## src/core/acpc_params.svh

```systemverilog
/*
 * Timing and width constants for the conversion and power control block.
 * Assumes a 10 MHz core clock; the cycle counts are derived from the times.
 */
`ifndef ACPC_PARAMS_SVH
`define ACPC_PARAMS_SVH

`define ACPC_CLK_PERIOD_NS 100
`define ACPC_PWRUP_NS      1500
`define ACPC_CONV_NS       2300
`define ACPC_ACQ_NS        100
`define ACPC_RES_BITS      10
`define ACPC_CNT_BITS      5

// A least time rounds up to whole clock cycles.
`define ACPC_NS_TO_CYC(ns) (((ns) + `ACPC_CLK_PERIOD_NS - 1) / `ACPC_CLK_PERIOD_NS)
`define ACPC_PWRUP_CYC     `ACPC_NS_TO_CYC(`ACPC_PWRUP_NS)
`define ACPC_CONV_CYC      `ACPC_NS_TO_CYC(`ACPC_CONV_NS)
`define ACPC_ACQ_CYC       `ACPC_NS_TO_CYC(`ACPC_ACQ_NS)

`endif

```

## src/core/acpc_pkg.sv

```systemverilog
/*
 * Types shared by the conversion and power control block.
 * Assumes nothing of its surroundings.
 */
package acpc_pkg;

	typedef enum logic [1:0] {
		ACPC_ST_DOWN,
		ACPC_ST_IDLE,
		ACPC_ST_CONV
	} acpc_state_t;

	typedef enum logic {
		ACPC_MODE_HIGH_SPEED,
		ACPC_MODE_AUTO_PD
	} acpc_mode_t;

endpackage

```

## src/core/acpc_sar_if.sv

```systemverilog
/*
 * Signals between the conversion sequencer and the successive approximation
 * register. Assumes both ends run on the same clock.
 */
`timescale 1ns/10ps
`include "acpc_params.svh"

interface acpc_sar_if;
	logic                        start;
	logic                        compare_high;
	logic                        done;
	logic [`ACPC_RES_BITS-1:0]   dac_code;

	modport ctrl (output start, output compare_high, input done, input dac_code);
	modport sar  (input start, input compare_high, output done, output dac_code);
endinterface

```

## src/core/acpc_sar.sv

```systemverilog
/*
 * Successive approximation register: one result bit per clock, MSB first.
 * Assumes compare_high is the settled comparator answer for the current
 * dac_code, high when the held input is at or above the trial level.
 */
`timescale 1ns/10ps
`include "acpc_params.svh"

module acpc_sar (
	input  wire logic core_clk,
	input  wire logic rst_n,
	acpc_sar_if.sar   sar_bus
);
	import acpc_pkg::*;

	localparam int W = `ACPC_RES_BITS;

	logic [W-1:0] code;
	logic [W-1:0] trial_bit;

	always_ff @(posedge core_clk or negedge rst_n) begin
		if (!rst_n) begin
			code      <= '0;
			trial_bit <= '0;
		end else if (sar_bus.start) begin
			code      <= {1'b1, {(W-1){1'b0}}};
			trial_bit <= {1'b1, {(W-1){1'b0}}};
		end else if (trial_bit != '0) begin
			// Straight binary: each kept bit weighs its power of two in LSBs.
			code      <= (sar_bus.compare_high ? code : (code & ~trial_bit)) | (trial_bit >> 1);
			trial_bit <= trial_bit >> 1;
		end
	end

	assign sar_bus.dac_code = code;
	assign sar_bus.done     = (trial_bit == '0);
endmodule

```

## src/core/acpc_top.sv

```systemverilog
/*
 * Conversion start and power sequencing of a 10-bit successive approximation
 * converter: internal power-up pulse, gated start, busy, mode selection and
 * automatic power-down. Assumes convert_start_n and compare_high are
 * synchronous to core_clk and that the analog side follows dac_code.
 */
// Notes on behaviour
// - A falling edge of the gated start begins a conversion and raises busy.
// - Busy falls when the conversion completes, marking end of conversion.
// - After reset the block is powered down and converts nothing until powered up.
// - A rising edge of the gated start powers the block up.
// - A rising edge on the start pin launches an internal pulse of 1.5 us.
// - Conversion starts on the falling edge of the gated start.
// - The result is a 10-bit straight binary code of one LSB per step.
// - In automatic power-down the block powers down after every conversion.
// - Pin high when busy falls selects high speed, pin low selects power-down.
// - The gated start is the OR of the pin level and the internal pulse.
`timescale 1ns/10ps
`include "acpc_params.svh"

module acpc_top #(
	parameter int PWRUP_CYC = `ACPC_PWRUP_CYC,
	parameter int CONV_CYC  = `ACPC_CONV_CYC
) (
	input  wire logic                      core_clk,
	input  wire logic                      rst_n,
	input  wire logic                      convert_start_n,
	input  wire logic                      compare_high,
	output logic                           busy,
	output logic                           powered_up,
	output logic                           tracking,
	output acpc_pkg::acpc_mode_t           mode,
	output logic [`ACPC_RES_BITS-1:0]      dac_code,
	output logic [`ACPC_RES_BITS-1:0]      result
);
	import acpc_pkg::*;

	localparam int CW = `ACPC_CNT_BITS;
	// Both loads are cut to the counter width, so PWRUP_CYC must stay below 32 and CONV_CYC at or below 32.
	localparam logic [CW-1:0] PWRUP_LOAD = CW'(PWRUP_CYC);
	localparam logic [CW-1:0] CONV_LOAD  = CW'(CONV_CYC - 1);

	logic                 rst_meta;
	logic                 rst_sync_n;
	logic                 pin_prev;
	logic [CW-1:0]        pulse_cnt;
	logic                 gated;
	logic                 gated_prev;
	logic                 gated_rise;
	logic                 gated_fall;
	logic [CW-1:0]        conv_cnt;
	acpc_state_t          state;
	logic                 pin_rise;
	logic                 conv_launch;
	logic                 conv_end;
	acpc_sar_if           sar_bus ();

	// One decode each for launch and end, shared by the counter, busy, mode and result.
	function automatic logic launch_decode(input acpc_state_t st, input logic fall);
		return (st == ACPC_ST_IDLE) && fall;
	endfunction

	function automatic logic end_decode(input acpc_state_t st, input logic [CW-1:0] cnt);
		return (st == ACPC_ST_CONV) && (cnt == '0);
	endfunction

	// The release is synchronised so every flop leaves reset on the same edge.
	// Assertion stays asynchronous, so a reset in mid-conversion drops busy at once.
	always_ff @(posedge core_clk or negedge rst_n) begin
		if (!rst_n) begin
			rst_meta   <= 1'b0;
			rst_sync_n <= 1'b0;
		end else begin
			rst_meta   <= 1'b1;
			rst_sync_n <= rst_meta;
		end
	end

	// The pin idles low through reset, so a zero here gives no false edge afterwards.
	always_ff @(posedge core_clk or negedge rst_sync_n) begin
		if (!rst_sync_n) begin
			pin_prev <= 1'b0;
		end else begin
			pin_prev <= convert_start_n;
		end
	end

	// Edges are seen at clock resolution, so a pin pulse shorter than a clock may be lost.
	always_ff @(posedge core_clk or negedge rst_sync_n) begin
		if (!rst_sync_n) begin
			gated_prev <= 1'b0;
		end else begin
			gated_prev <= gated;
		end
	end

	// A rising pin restarts the pulse, so a retrigger always grants full power-up time.
	always_ff @(posedge core_clk or negedge rst_sync_n) begin
		if (!rst_sync_n) begin
			pulse_cnt <= '0;
		end else if (pin_rise) begin
			pulse_cnt <= PWRUP_LOAD;
		end else if (pulse_cnt != '0) begin
			pulse_cnt <= pulse_cnt - 1'b1;
		end
	end

	assign gated      = convert_start_n | (pulse_cnt != '0);
	assign gated_rise = gated && !gated_prev;
	assign gated_fall = !gated && gated_prev;

	// The pin alone can hold gated high, so a slow host stretches power-up, never shortens it.
	// Launch and end are decoded once and shared by the counter, busy, mode and result; the state register decodes its own.
	assign pin_rise    = convert_start_n && !pin_prev;
	assign conv_launch = launch_decode(state, gated_fall);
	assign conv_end    = end_decode(state, conv_cnt);

	always_ff @(posedge core_clk or negedge rst_sync_n) begin
		if (!rst_sync_n) begin
			state <= ACPC_ST_DOWN;
		end else begin
			case (state)
				ACPC_ST_DOWN: begin
					// A fall here can only follow an internal pulse that outlasted the conversion; it is not a start.
					if (gated_rise) begin
						state <= ACPC_ST_IDLE;
					end
				end
				ACPC_ST_IDLE: begin
					// A fall counts only once the rise that powered the block up was seen.
					if (gated_fall) begin
						state <= ACPC_ST_CONV;
					end
				end
				ACPC_ST_CONV: begin
					// Start edges are not looked at until the count runs out.
					// The pin level at this edge alone decides whether power stays on.
					if (conv_cnt == '0) begin
						state <= convert_start_n ? ACPC_ST_IDLE : ACPC_ST_DOWN;
					end
				end
				default: begin
					state <= ACPC_ST_DOWN;
				end
			endcase
		end
	end

	// The count is loaded one short because the loading edge itself raises busy.
	always_ff @(posedge core_clk or negedge rst_sync_n) begin
		if (!rst_sync_n) begin
			conv_cnt <= '0;
		end else if (conv_launch) begin
			conv_cnt <= CONV_LOAD;
		end else if (conv_cnt != '0) begin
			conv_cnt <= conv_cnt - 1'b1;
		end
	end

	// Busy is a register so the host sees one clean falling edge for its interrupt.
	always_ff @(posedge core_clk or negedge rst_sync_n) begin
		if (!rst_sync_n) begin
			busy <= 1'b0;
		end else if (conv_launch) begin
			busy <= 1'b1;
		end else if (conv_end) begin
			busy <= 1'b0;
		end
	end

	always_ff @(posedge core_clk or negedge rst_sync_n) begin
		if (!rst_sync_n) begin
			mode <= ACPC_MODE_AUTO_PD;
		end else if (conv_end) begin
			mode <= convert_start_n ? ACPC_MODE_HIGH_SPEED : ACPC_MODE_AUTO_PD;
		end
	end

	// The result is held from end of conversion until the next one ends.
	always_ff @(posedge core_clk or negedge rst_sync_n) begin
		if (!rst_sync_n) begin
			result <= '0;
		end else if (conv_end) begin
			result <= sar_bus.dac_code;
		end
	end

	// The trial code is registered so the analog side sees a settled level.
	// It lags the internal code by one clock, which the comparator timing must allow.
	always_ff @(posedge core_clk or negedge rst_sync_n) begin
		if (!rst_sync_n) begin
			dac_code <= '0;
		end else begin
			dac_code <= sar_bus.dac_code;
		end
	end

	assign sar_bus.start        = conv_launch;
	assign sar_bus.compare_high = compare_high;
	// Power follows the state alone, so it drops on the very edge that ends busy.
	assign powered_up           = (state != ACPC_ST_DOWN);
	// The sampler tracks whenever no conversion holds it.
	assign tracking             = !busy;

	// The register runs from the synchronised reset like the rest of the block.
	acpc_sar u_sar (
		.core_clk (core_clk),
		.rst_n    (rst_sync_n),
		.sar_bus  (sar_bus)
	);
endmodule

```

## config.mk

```make
export PLATFORM = sky130hd
export DESIGN_NAME = acpc_top
export DESIGN_NICKNAME = d
export VERILOG_FILES = /design/src/core/acpc_pkg.sv /design/src/core/acpc_sar_if.sv /design/src/core/acpc_sar.sv /design/src/core/acpc_top.sv
export VERILOG_INCLUDE_DIRS = /design/src /design/src/core
export SDC_FILE = /design/constraint.sdc
export NUM_CORES = 1
export LEC_CHECK = 0
export BUFFER_PORTS_ARGS = -buffer_cell sky130_fd_sc_hd__buf_2
export CAP_MARGIN = 20
export CELL_PAD_IN_SITES_DETAIL_PLACEMENT = 1
export CELL_PAD_IN_SITES_GLOBAL_PLACEMENT = 2
export CORE_ASPECT_RATIO = 0.7
export CORE_MARGIN = 2
export CORE_UTILIZATION = 39
export DETAILED_ROUTE_END_ITERATION = 6
export GPL_TIMING_DRIVEN = 0
export PLACE_DENSITY_LB_ADDON = 0.1
export SYNTH_ARGS = -nofsm -noshare
export SYNTH_HDL_FRONTEND = slang
export SYNTH_HIERARCHICAL = 1
export SYNTH_SLANG_ARGS = --single-unit
```

## constraint.sdc

```tcl
create_clock -name core_clk -period 2.5 [get_ports core_clk]
set_clock_uncertainty 0.1 [all_clocks]
set_input_delay 0.5 -clock core_clk [delete_from_list [all_inputs] [get_ports core_clk]]
set_output_delay 0.5 -clock core_clk [all_outputs]
set_load 0.05 [all_outputs]
```

# After elaboration in Yosys (flattened, before gate mapping)

Cells that the tools add are included.
Widths: inputs -> output; s select.

Add/sub/neg operators: 2
Eq/ne operators: 5
Mux-type cells: 17
Bitwise logic cells: 4
Reductions and logical operators: 20

Operator list:

| kind                | count |
|---|---|
| $mux 10             | 5 |
| $mux 5              | 4 |
| $and 10x10->10      | 1 |
| $not 10->10         | 1 |
| $or 10x9->10        | 1 |
| $reduce_bool 10->1  | 1 |
| $reduce_bool 2->1   | 5 |
| $reduce_bool 5->1   | 2 |
| $sub 5x1->5 const B | 2 |
| $mux 2              | 3 |
| $pmux 2 s3          | 1 |
| $logic_and 1x1->1   | 5 |
| $logic_not 5->1     | 1 |
| $logic_not 1->1     | 4 |
| $mux 1              | 4 |
| $ne 2x2->1 const B  | 2 |
| $reduce_and 3->1    | 1 |
| $eq 2x1->1 const B  | 1 |
| $eq 2x2->1 const B  | 1 |
| $logic_not 2->1     | 1 |
| $ne 2x1->1 const B  | 1 |
| $or 1x1->1          | 1 |

Register bits after elaboration: 58
Bits of input ports: 4
Output and inout port bits: 24
Word-level logic and storage cells: 61

# Logic depth before layout (Yosys ltp)

Gate-level depths: netlist of the first run.

Depth in word-level cells: 6
Gate-level depth with buffers: 8

# Cells and area by module

Netlist of the first run, hierarchy kept.

By module, submodules not included:

| module   | times used | cells an instance | area an instance (um^2) |
|---|---|---|---|
| acpc_top | 1          | 107               | 1470.2 |
| acpc_sar | 1          | 64                | 750.7 |

# Least setup slack after synthesis of the first run

OpenSTA, ideal clock, no wires.

Path kind: reg2reg
Start point: register pulse_cnt[0]
End point: register u_sar.code[0] (netlist: u_sar/sar_bus.dac_code[0])
Arrival: 1.691 ns
Setup slack: 0.588 ns
Stages on the path, launching flop included: 9
Path buffers: 2
Period minus slack after synthesis: 1.912 ns
Cells stage by stage: dfrtp_1 -> inv_1 -> ha_1 -> nor3b_1 -> nand3_1 -> inv_1 -> clkbuf_1 -> buf_2 -> nor2_1

Longest elaborated chain between the ends: 6
Elaborated cells on any way between the ends: 7
Classes of those cells: 1 x mux; 1 x bitwise; 5 x reduce/logical

Ends and longest elaborated chain:

| item                                         | RTL line        | RTL |
|---|---|---|
| start: declaration                           | acpc_top.sv:46  | `logic [CW-1:0] pulse_cnt;` |
| start signal: assignment                     | acpc_top.sv:104 | `pulse_cnt <= pulse_cnt - 1'b1;` |
| $reduce_bool 5->1 *                          | acpc_top.sv:108 | `assign gated = convert_start_n \| (pulse_cnt != '0);` |
| $or 1x1->1 *                                 | acpc_top.sv:108 |  |
| $logic_not 1->1 *                            | acpc_top.sv:110 | `assign gated_fall = !gated && gated_prev;` |
| $logic_and 1x1->1 *                          | acpc_top.sv:110 |  |
| $logic_and 1x1->1 *                          | acpc_top.sv:60  | `return (st == ACPC_ST_IDLE) && fall;` |
| via conv_launch                              | acpc_top.sv:54  | `logic conv_launch;` |
| $mux 10 or $reduce_bool 2->1 (tied branches) | --              |  |
| end signal: assignment                       | acpc_sar.sv:26  | `code <= {1'b1, {(W-1){1'b0}}};` |
| end signal: assignment                       | acpc_sar.sv:30  | `code <= (sar_bus.compare_high ? code : (code & ~trial_bit)) \| (trial_bit >> 1);` |
| end: declaration                             | acpc_sar.sv:18  | `logic [W-1:0] code;` |

The timed path passes the listed nets; every way through them passes the cells marked *.
A chain may end at the register's enable or synchronous reset.

# Worst setup path after layout of the first run

Start point: register pulse_cnt[0]
End point: register u_sar.code[1] (netlist: u_sar/sar_bus.dac_code[1])

The elaborated chain is that of the path after synthesis.

==> results of run 1 <==
report_power, final:
| part | total, W | switching (W) | leakage [nW] | internal, W |
|---|---|---|---|---|
| clock | 0.000805 | 0.000326 | 0.0962 | 0.000479 |
| combinational | 0.000432 | 0.000270 | 0.518 | 0.000163 |
| sequential | 0.00117 | 0.000114 | 0.769 | 0.00105 |
| total | 0.00240 | 0.000710 | 1.38 | 0.00169 |
placed cells by master, fill, tap and decap left out, types with 3 or more instances in the layout:
cell	instances
dfrtp_1	56
buf_2	28
nor2_1	13
a21oi_1	12
nand2b_1	11
nor2b_1	11
clkbuf_8	10
inv_1	9
nand2_1	9
mux2_4	9
o211ai_1	4
o31ai_1	3
clkbuf_1	3
metal layers:
| layer | routed length (um) | global-route usage | vias to the layer above |
|---|---|---|---|
| met5 | 0 | 0 | - |
| met4 | 48 | 0.0743 | 0 |
| met3 | 167 | 0.0554 | 6 |
| met2 | 1980 | 0.244 | 25 |
| met1 | 1950 | 0.191 | 664 |
| li1 | - | - | 636 |
flip-flops by register name, indices dropped and copies added (netlist names):
signal / flops
dac_code: 10
result: 10
u_sar/sar_bus.dac_code: 10
u_sar/trial_bit: 10
conv_cnt: 5
pulse_cnt: 5
state: 2
busy: 1
gated_prev: 1
mode: 1
pin_prev: 1
rst_meta: 1
rst_sync_n: 1
what timing repair did:
action,4_1_cts,5_1_grt
hold buffers,1,0
buffers inserted,0,0
endpoints found under the hold margin,2,0
setup endpoints to repair,10,4
resized for setup,0,1
cloned,0,0
cell type report:
cell class | count | share of cell area
Sequential cell | 58 | 0.553
Timing Repair Buffer | 29 | 0.0628
Tap cell | 72 | 0.0342
Inverter | 10 | 0.0157
Clock inverter | 3 | 0.0152
Multi-Input combinational cell | 96 | 0.257
Buffer | 3 | 0.00761
Clock buffer | 12 | 0.0552
worst register-to-register path: stages, from the launching register on:
cell,delay [ps]
dfrtp_1,380
inv_1,90
ha_1,180
nor3b_1,310
nand3_1,340
clkinvlp_4,330
buf_2,290
nor2_1,90
worst paths after layout:
path	cells after the start	to	slack, ps
hold reg to reg	0	u_sar/trial_bit[0]$_DFFE_PN0P_	110
max in group asynchronous	1	mode$_DFFE_PN1P_	1590
min in group core_clk	1	pin_prev$_DFF_PN0_	240
hold / removal	0	u_sar/trial_bit[0]$_DFFE_PN0P_	110
setup / recovery	7	u_sar/sar_bus.dac_code[1]$_DFFE_PN0P_	270
setup reg to reg	7	u_sar/sar_bus.dac_code[1]$_DFFE_PN0P_	270
stage by stage:
stage / setup WS (ps) / utilization / total power [W] / area [sq um] / cells
2_1_floorplan: 588 / - / 0.00149 / 2190 / 168
3_3_place_gp: 28.0 / 0.452 / 0.00157 / 2410 / 267
3_5_place_dp: -49.8 / 0.456 / 0.00161 / 2440 / 268
4_1_cts: 138 / 0.492 / 0.00245 / 2630 / 283
5_1_grt: 90.2 / 0.493 / 0.00253 / 2630 / 283
6_report: 273 / 0.493 / 0.00240 / 2630 / 283
==> qor.yml, run 1 <==
final_layout:
  drive_gt1_frac: 0.284
  multi_input_area_sq_um: 676
  fillers: 592
  area_growth_pct: 20.2
  num_antenna_cells: 0
  nets: 213
  seq_area_sq_mm: 0.00145
routing:
  drt-pass1-iter-count: 4
  drc: 0
  vias: 1331
  via_per_inst: 4.70
  antenna_left: 0
  drt-initial-drc-count: 64
  routed_wl_um: 4150
  wl_per_cell_um: 14.6
critical_path:
  path_delay_family: "simple AND/OR/NAND/NOR gates"
  arrival_ps: 2330
  rr_startpoint: "pulse_cnt[0]$_DFFE_PN0P_"
  cp_slowest_cell: "dfrtp_1"
  setup.worst_path.class: "register to register"
  crit_chain: "inv_1, ha_1, nor3b_1, nand3_1, clkinvlp_4, buf_2, nor2_1"
  critPathMaxFanout: 14
  crit_buf_inv: 3
  endpoint_kind: "register"
  critPathLaunchType: "register"
  startpoint: "pulse_cnt[0]$_DFFE_PN0P_"
  cpPeakStageDelay_ps: 380
  critPathRequiredTime_ps: 2600
sta:
  setup_viol: 0
  tns_ps: 0
  max_freq_mhz: 449
  holdWs_ps: 106
  hold_violations: 0
  grt_setup_unrepaired: "false"
  fin_crit_ps: 2230
  worst_pin_slew_ps: 753
  period_share: 0.891
  max_slew_margin: 0.497
  finalMaxSlewViolations: 0
flow_run:
  drv_cap: 0
synth:
  yosys_warnings: 6
  netlist_area_sq_mm: 0.00219
  syn-instance-count: 168
  synth_fp_nets: 174
  syn_area_per_cell_sq_um: 13.0
cts:
  cts_tree: "done"
  cts-root-buf: "clkbuf_8"
  clock_sinks: 58
  cts-htree-levels: 3
  clock_path_buffers: 2
  path_clk_slew_ps: 60
  cts-buffers-inserted: 9
  clk_latency_ps: 320
floorplanning:
  core_area_sq_mm: 0.00534
  die_x_um: 93.6
  die_h_um: 66.7
  dieArea_sq_mm: 0.00624
  num_rows: 22
  initial_core_util: 0.410
  num_io_pins: 28
grt:
  grt_max_degree: 40
  grt.overflow.total: 0
  grt_pass1_vias: 1432
  antenna_found_initial: 0
  grtUsageTotal: 0.155
  grt_first_pass_wirelength_um: 7060
run_status:
  status: "finished clean"
placed_design:
  port_buffers: 27
  dp_hpwl_um: 2820
  gp_congestion: 0.718
pwr:
  p_per_area_mw_per_mm2: 913
  power_leakage_nw: 1.38
  ir_drop_uv: 424
hold_path:
  min_path_type: "register to asynchronous set/reset pin"
Note: power is estimated with default switching activity, not from simulation.
==> inputs of run 2 (changes only) <==
--- a/config.mk
+++ b/config.mk
@@ -16,6 +16,7 @@
 export DETAILED_ROUTE_END_ITERATION = 6
 export GPL_TIMING_DRIVEN = 0
 export PLACE_DENSITY_LB_ADDON = 0.1
+export REMOVE_ABC_BUFFERS = 1
 export SYNTH_ARGS = -nofsm -noshare
 export SYNTH_HDL_FRONTEND = slang
 export SYNTH_HIERARCHICAL = 1
==> run 2 against run 1 <==
  * Final cell count decreased by 0.71%
  * Combinational power is 1% lower
  * Power rose by 1.4%
  * Sequential cell count unchanged
  * Via count grew 2.2%
  * Maximum frequency is 6.3% higher
  * Core utilization decreased by 0.14 points
  * Global-route usage decreased by 0.42 points
  * Die area did not move
  * Critical path type unchanged
==> qor.yml, run 2 (same netlist as run 1, synthesis figures left out) <==
run_status:
  status: "finished clean"
critical_path:
  crit_chain: "inv_1, ha_1, nor4b_4, nand2_2, mux2_4"
  endpoint_kind: "register"
  rrSetupSlack_ps: 400
  rr_startpoint: "conv_cnt[0]$_DFFE_PN0P_"
  startpoint: "conv_cnt[0]$_DFFE_PN0P_"
  crit_end: "result[9]$_DFFE_PN0P_"
  cp_slowest_cell: "dfrtp_1"
  rr_endpoint: "result[9]$_DFFE_PN0P_"
  critPathMaxFanout: 12
  setup.worst_path.class: "register to register"
  crit_buf_inv: 1
  r2r_cells: 5
  path_delay_family: "simple AND/OR/NAND/NOR gates"
  cpPeakStageDelay_ps: 410
  critPathLaunchType: "register"
  critPathRequiredTime_ps: 2610
  arrival_ps: 2200
  critical_path_depth: 5
sta:
  grt_setup_unrepaired: "false"
  period_share: 0.838
  max_slew_margin: 0.525
  fin_crit_ps: 2100
  worst_pin_slew_ps: 711
  setup_viol: 0
  tns_ps: 0
  hold_violations: 0
  finalMaxSlewViolations: 0
  max_freq_mhz: 477
grt:
  grt.overflow.total: 0
  grt_pass1_vias: 1403
  grtUsageTotal: 0.150
  grt_first_pass_wirelength_um: 6800
  grt_max_degree: 44
  antenna_found_initial: 0
placed_design:
  port_buffers: 27
  post_dp_cell_area_sq_mm: 0.00241
  dp_hpwl_um: 2680
  gp_congestion: 0.743
cts:
  clock_sinks: 58
  cts_setup_buffers: 0
  path_clk_slew_ps: 60
  clock_path_buffers: 2
  cts_tree: "done"
  clk_latency_ps: 320
  cts-buffers-inserted: 9
  cts-root-buf: "clkbuf_8"
  cts-htree-levels: 3
final_layout:
  drive_gt1_frac: 0.278
  final_cell_mix: "dfrtp_1, buf_2, nor2_1"
  fillers: 581
  num_antenna_cells: 0
  nets: 210
  design_area_sq_mm: 0.00262
  layout_commonest_cell: "dfrtp_1"
  area_growth_pct: 19.8
routing:
  via_per_inst: 4.84
  wl_per_cell_um: 14.3
  drt-initial-drc-count: 39
  antenna_left: 0
  drc: 0
  vias: 1360
  routed_wl_um: 4010
  drt-pass1-iter-count: 4
pwr:
  intPower_w: 0.00173
  power.share.switching: 0.291
  switchingPower_w: 0.000711
  pwr-share-comb: 0.175
  power_leakage_nw: 1.37
  p_per_area_mw_per_mm2: 929
  ir_drop_uv: 420
  p_seq_frac: 0.479
  p_clk_frac: 0.345
floorplanning:
  die_h_um: 66.7
  num_io_pins: 28
  die_x_um: 93.6
  initial_core_util: 0.410
  dieArea_sq_mm: 0.00624
  core_area_sq_mm: 0.00534
  num_rows: 22
flow_run:
  drv_cap: 0
hold_path:
  min_path_type: "register to asynchronous set/reset pin"
==> run 2: routing by layer <==
| layer | global-route usage | wire length [um] | up-vias |
|---|---|---|---|
| met5 | 0 | 0 | - |
| met4 | 0.0598 | 42 | 0 |
| met3 | 0.0679 | 181 | 6 |
| met1 | 0.184 | 1910 | 698 |
| met2 | 0.235 | 1870 | 23 |
| li1 | - | - | 633 |
==> run 2: how the worst min path moves through the flow <==
stage / start / end / slack [ps] / cells after the start
floorplan: rst_n / rst_meta$_DFF_PN0_ / 100 / 0
global placement: rst_n / rst_meta$_DFF_PN0_ / 190 / 1
detailed placement: rst_sync_n$_DFF_PN0_ / result[8]$_DFFE_PN0P_ / 80 / 0
CTS: rst_sync_n$_DFF_PN0_ / u_sar/trial_bit[8]$_DFFE_PN0P_ / 80 / 0
global route: rst_sync_n$_DFF_PN0_ / u_sar/trial_bit[8]$_DFFE_PN0P_ / 100 / 0
finish: rst_sync_n$_DFF_PN0_ / u_sar/trial_bit[8]$_DFFE_PN0P_ / 70 / 0
==> run 2: worst reg2reg max path, stage by stage, from the launching register on <==
cell     delay (ps)
dfrtp_1         410
inv_1           100
ha_1            210
nor4b_4         380
nand2_2         370
mux2_4          400
==> run 2: layout make-up <==
class / instances / area (sq um) / area share
Clock buffer: 14 / 163 / 0.0620
Clock inverter: 2 / 35.0 / 0.0134
Inverter: 10 / 41.3 / 0.0157
Multi-Input combinational cell: 96 / 676 / 0.258
Sequential cell: 58 / 1450 / 0.554
Tap cell: 72 / 90.1 / 0.0343
Timing Repair Buffer: 29 / 165 / 0.0629
==> run 2: per-stage QoR <==
stage / hold WS [ps] / total power (W) / setup slack (ps) / utilization / std cells
2_1_floorplan: 104 / 0.00149 / 667 / - / 164
3_3_place_gp: 185 / 0.00157 / 95.5 / 0.448 / 263
3_5_place_dp: 77.4 / 0.00162 / 216 / 0.452 / 264
4_1_cts: 80.0 / 0.00248 / 201 / 0.491 / 281
5_1_grt: 102 / 0.00257 / 228 / 0.491 / 281
6_report: 71.7 / 0.00244 / 404 / 0.491 / 281
==> run 2: timing repair <==
| item | CTS | global route |
|---|---|---|
| setup endpoints to repair | 0 | 2 |
| hold endpoints to repair | 2 | 0 |
| resized for setup | 0 | 1 |
| hold buffers | 1 | 0 |
==> run 2: power groups by stage <==
stage	registers (W)	logic [W]	clock network, W
after floorplan	0.00123	0.000256	0
after global placement	0.00118	0.000387	0
after detailed placement	0.00119	0.000429	0
after CTS	0.00117	0.000434	0.000873
after global routing	0.00119	0.000467	0.000914
final	0.00117	0.000427	0.000842
==> inputs of run 3 (changes only) <==
==> constraint.sdc (replaced) <==
create_clock -name core_clk -period 2.15 [get_ports core_clk]
set_clock_uncertainty 0.1 [all_clocks]
set_input_delay 0.43 -clock core_clk [delete_from_list [all_inputs] [get_ports core_clk]]
set_output_delay 0.43 -clock core_clk [all_outputs]
set_load 0.05 [all_outputs]
==> run 3 against run 2 <==
  * Core utilization rose by 0.33 points
  * Combinational power rose by 17%
  * First-iteration DRC count fell by 2.6%
  * Cell area rose by 0.67%
  * Critical path type unchanged
  * Highest routed layer unchanged
==> qor.yml, run 3 (same netlist as run 1, synthesis figures left out) <==
grt:
  grt.overflow.total: 0
  antenna_found_initial: 0
  grtUsageTotal: 0.150
  grt_pass1_vias: 1403
  grt_max_degree: 44
  grt_first_pass_wirelength_um: 6800
final_layout:
  num_antenna_cells: 0
  fin_util: 0.495
  layout_commonest_cell: "dfrtp_1"
  nets: 211
  final_cell_mix: "dfrtp_1, buf_2, nor2_1"
  area_growth_pct: 20.6
  instances_no_fill: 282
  drive_gt1_frac: 0.286
placed_design:
  port_buffers: 27
  dp_cells: 264
  gp_congestion: 0.743
  dp_hpwl_um: 2680
  pre_cts_ws_ps: -134
sta:
  period_share: 0.924
  finalMaxSlewViolations: 0
  fin_crit_ps: 1990
  timing.final.ws_setup_ps: 163
  grt_setup_unrepaired: "false"
  worst_pin_slew_ps: 722
  hold_violations: 0
  max_freq_mhz: 503
  tns_ps: 0
  setup_viol: 0
  max_slew_margin: 0.517
critical_path:
  critPathRequiredTime_ps: 2260
  crit_buf_inv: 1
  endpoint_kind: "register"
  critPathLaunchType: "register"
  rrSetupSlack_ps: 160
  setup.worst_path.class: "register to register"
  arrival_ps: 2100
  cpPeakStageDelay_ps: 420
  cp_slowest_cell: "nor4b_4"
  path_delay_family: "simple AND/OR/NAND/NOR gates"
  critPathMaxFanout: 12
  crit_chain: "inv_1, ha_1, nor4b_4, nand2_4, mux2_4"
pwr:
  p_clk_frac: 0.346
  p_per_area_mw_per_mm2: 1080
  power_leakage_nw: 1.39
  ir_drop_uv: 483
  intPower_w: 0.00201
  pwr-share-comb: 0.176
  power.share.switching: 0.294
  p_seq_frac: 0.478
  switchingPower_w: 0.000836
floorplanning:
  initial_core_util: 0.410
  core_area_sq_mm: 0.00534
  die_x_um: 93.6
  num_io_pins: 28
  num_rows: 22
  dieArea_sq_mm: 0.00624
  die_h_um: 66.7
cts:
  clock_sinks: 58
  cts_tree: "done"
  clock_path_buffers: 2
  cts-buffers-inserted: 9
  cts-root-buf: "clkbuf_8"
  clk_latency_ps: 330
  cts-htree-levels: 3
  path_clk_slew_ps: 60
run_status:
  status: "finished clean"
routing:
  drt-pass1-iter-count: 4
  wl_per_cell_um: 14.6
  vias: 1370
  via_per_inst: 4.86
  drt-initial-drc-count: 38
  antenna_left: 0
  drc: 0
  routed_wl_um: 4120
hold_path:
  min_path_type: "register to asynchronous set/reset pin"
flow_run:
  drv_cap: 0
==> run 3: layer usage <==
| metal | up-vias | part of all wire | GRT usage |
|---|---|---|---|
| met5 | - | 0 | 0 |
| met4 | 0 | 0.012 | 0.0598 |
| met3 | 6 | 0.046 | 0.0679 |
| met2 | 22 | 0.47 | 0.235 |
| met1 | 706 | 0.47 | 0.184 |
| li1 | 636 | - | - |
==> run 3: power by group through the flow <==
stage          Clock [W]  Sequential [W]  Combinational (W)
2_1_floorplan          0         0.00143           0.000298
3_3_place_gp           0         0.00138           0.000449
3_5_place_dp           0         0.00138           0.000499
4_1_cts          0.00101         0.00136           0.000505
5_1_grt          0.00106         0.00138           0.000547
6_report        0.000984         0.00136           0.000500
==> run 3: layout make-up <==
class	instances	area, sq um
timing repair inverter	1	7.51
sequential	58	1450
timing repair buffer	29	165
clock inverter	2	35.0
multi-input combinational	96	686
clock buffer	14	163
tap	72	90.1
inverter	10	41.3
fill	578	2700
==> run 3: stage by stage <==
step           area [sq um]  hold WS [ps]  power, W
2_1_floorplan          2170          34.4   0.00173
3_3_place_gp           2390           115   0.00183
3_5_place_dp           2410          77.4   0.00188
4_1_cts                2620          80.0   0.00288
5_1_grt                2640           102   0.00299
6_report               2640          70.2   0.00285
==> run 3: worst register-to-register path, cell delays in order (launching register included) <==
cell	delay, ps
dfrtp_1	410
inv_1	100
ha_1	210
nor4b_4	420
nand2_4	260
mux2_4	360
==> run 3: path summary, 6_finish.rpt <==
check / end / from / depth (start not counted)
setup / recovery: result[9]$_DFFE_PN0P_ / conv_cnt[0]$_DFFE_PN0P_ / 5
hold / removal: u_sar/trial_bit[8]$_DFFE_PN0P_ / rst_sync_n$_DFF_PN0_ / 0
setup reg to reg: result[9]$_DFFE_PN0P_ / conv_cnt[0]$_DFFE_PN0P_ / 5
hold reg to reg: u_sar/trial_bit[8]$_DFFE_PN0P_ / rst_sync_n$_DFF_PN0_ / 0
max in group asynchronous: mode$_DFFE_PN1P_ / rst_sync_n$_DFF_PN0_ / 1
min in group core_clk: pin_prev$_DFF_PN0_ / convert_start_n / 1
==> run 3: repair_timing <==
item	4_1_cts	5_1_grt
endpoints found under the hold margin	2	0
setup buffers	0	0
setup endpoints to repair	23	34
gates cloned	0	1
gates resized for setup	1	3
hold buffers	1	0
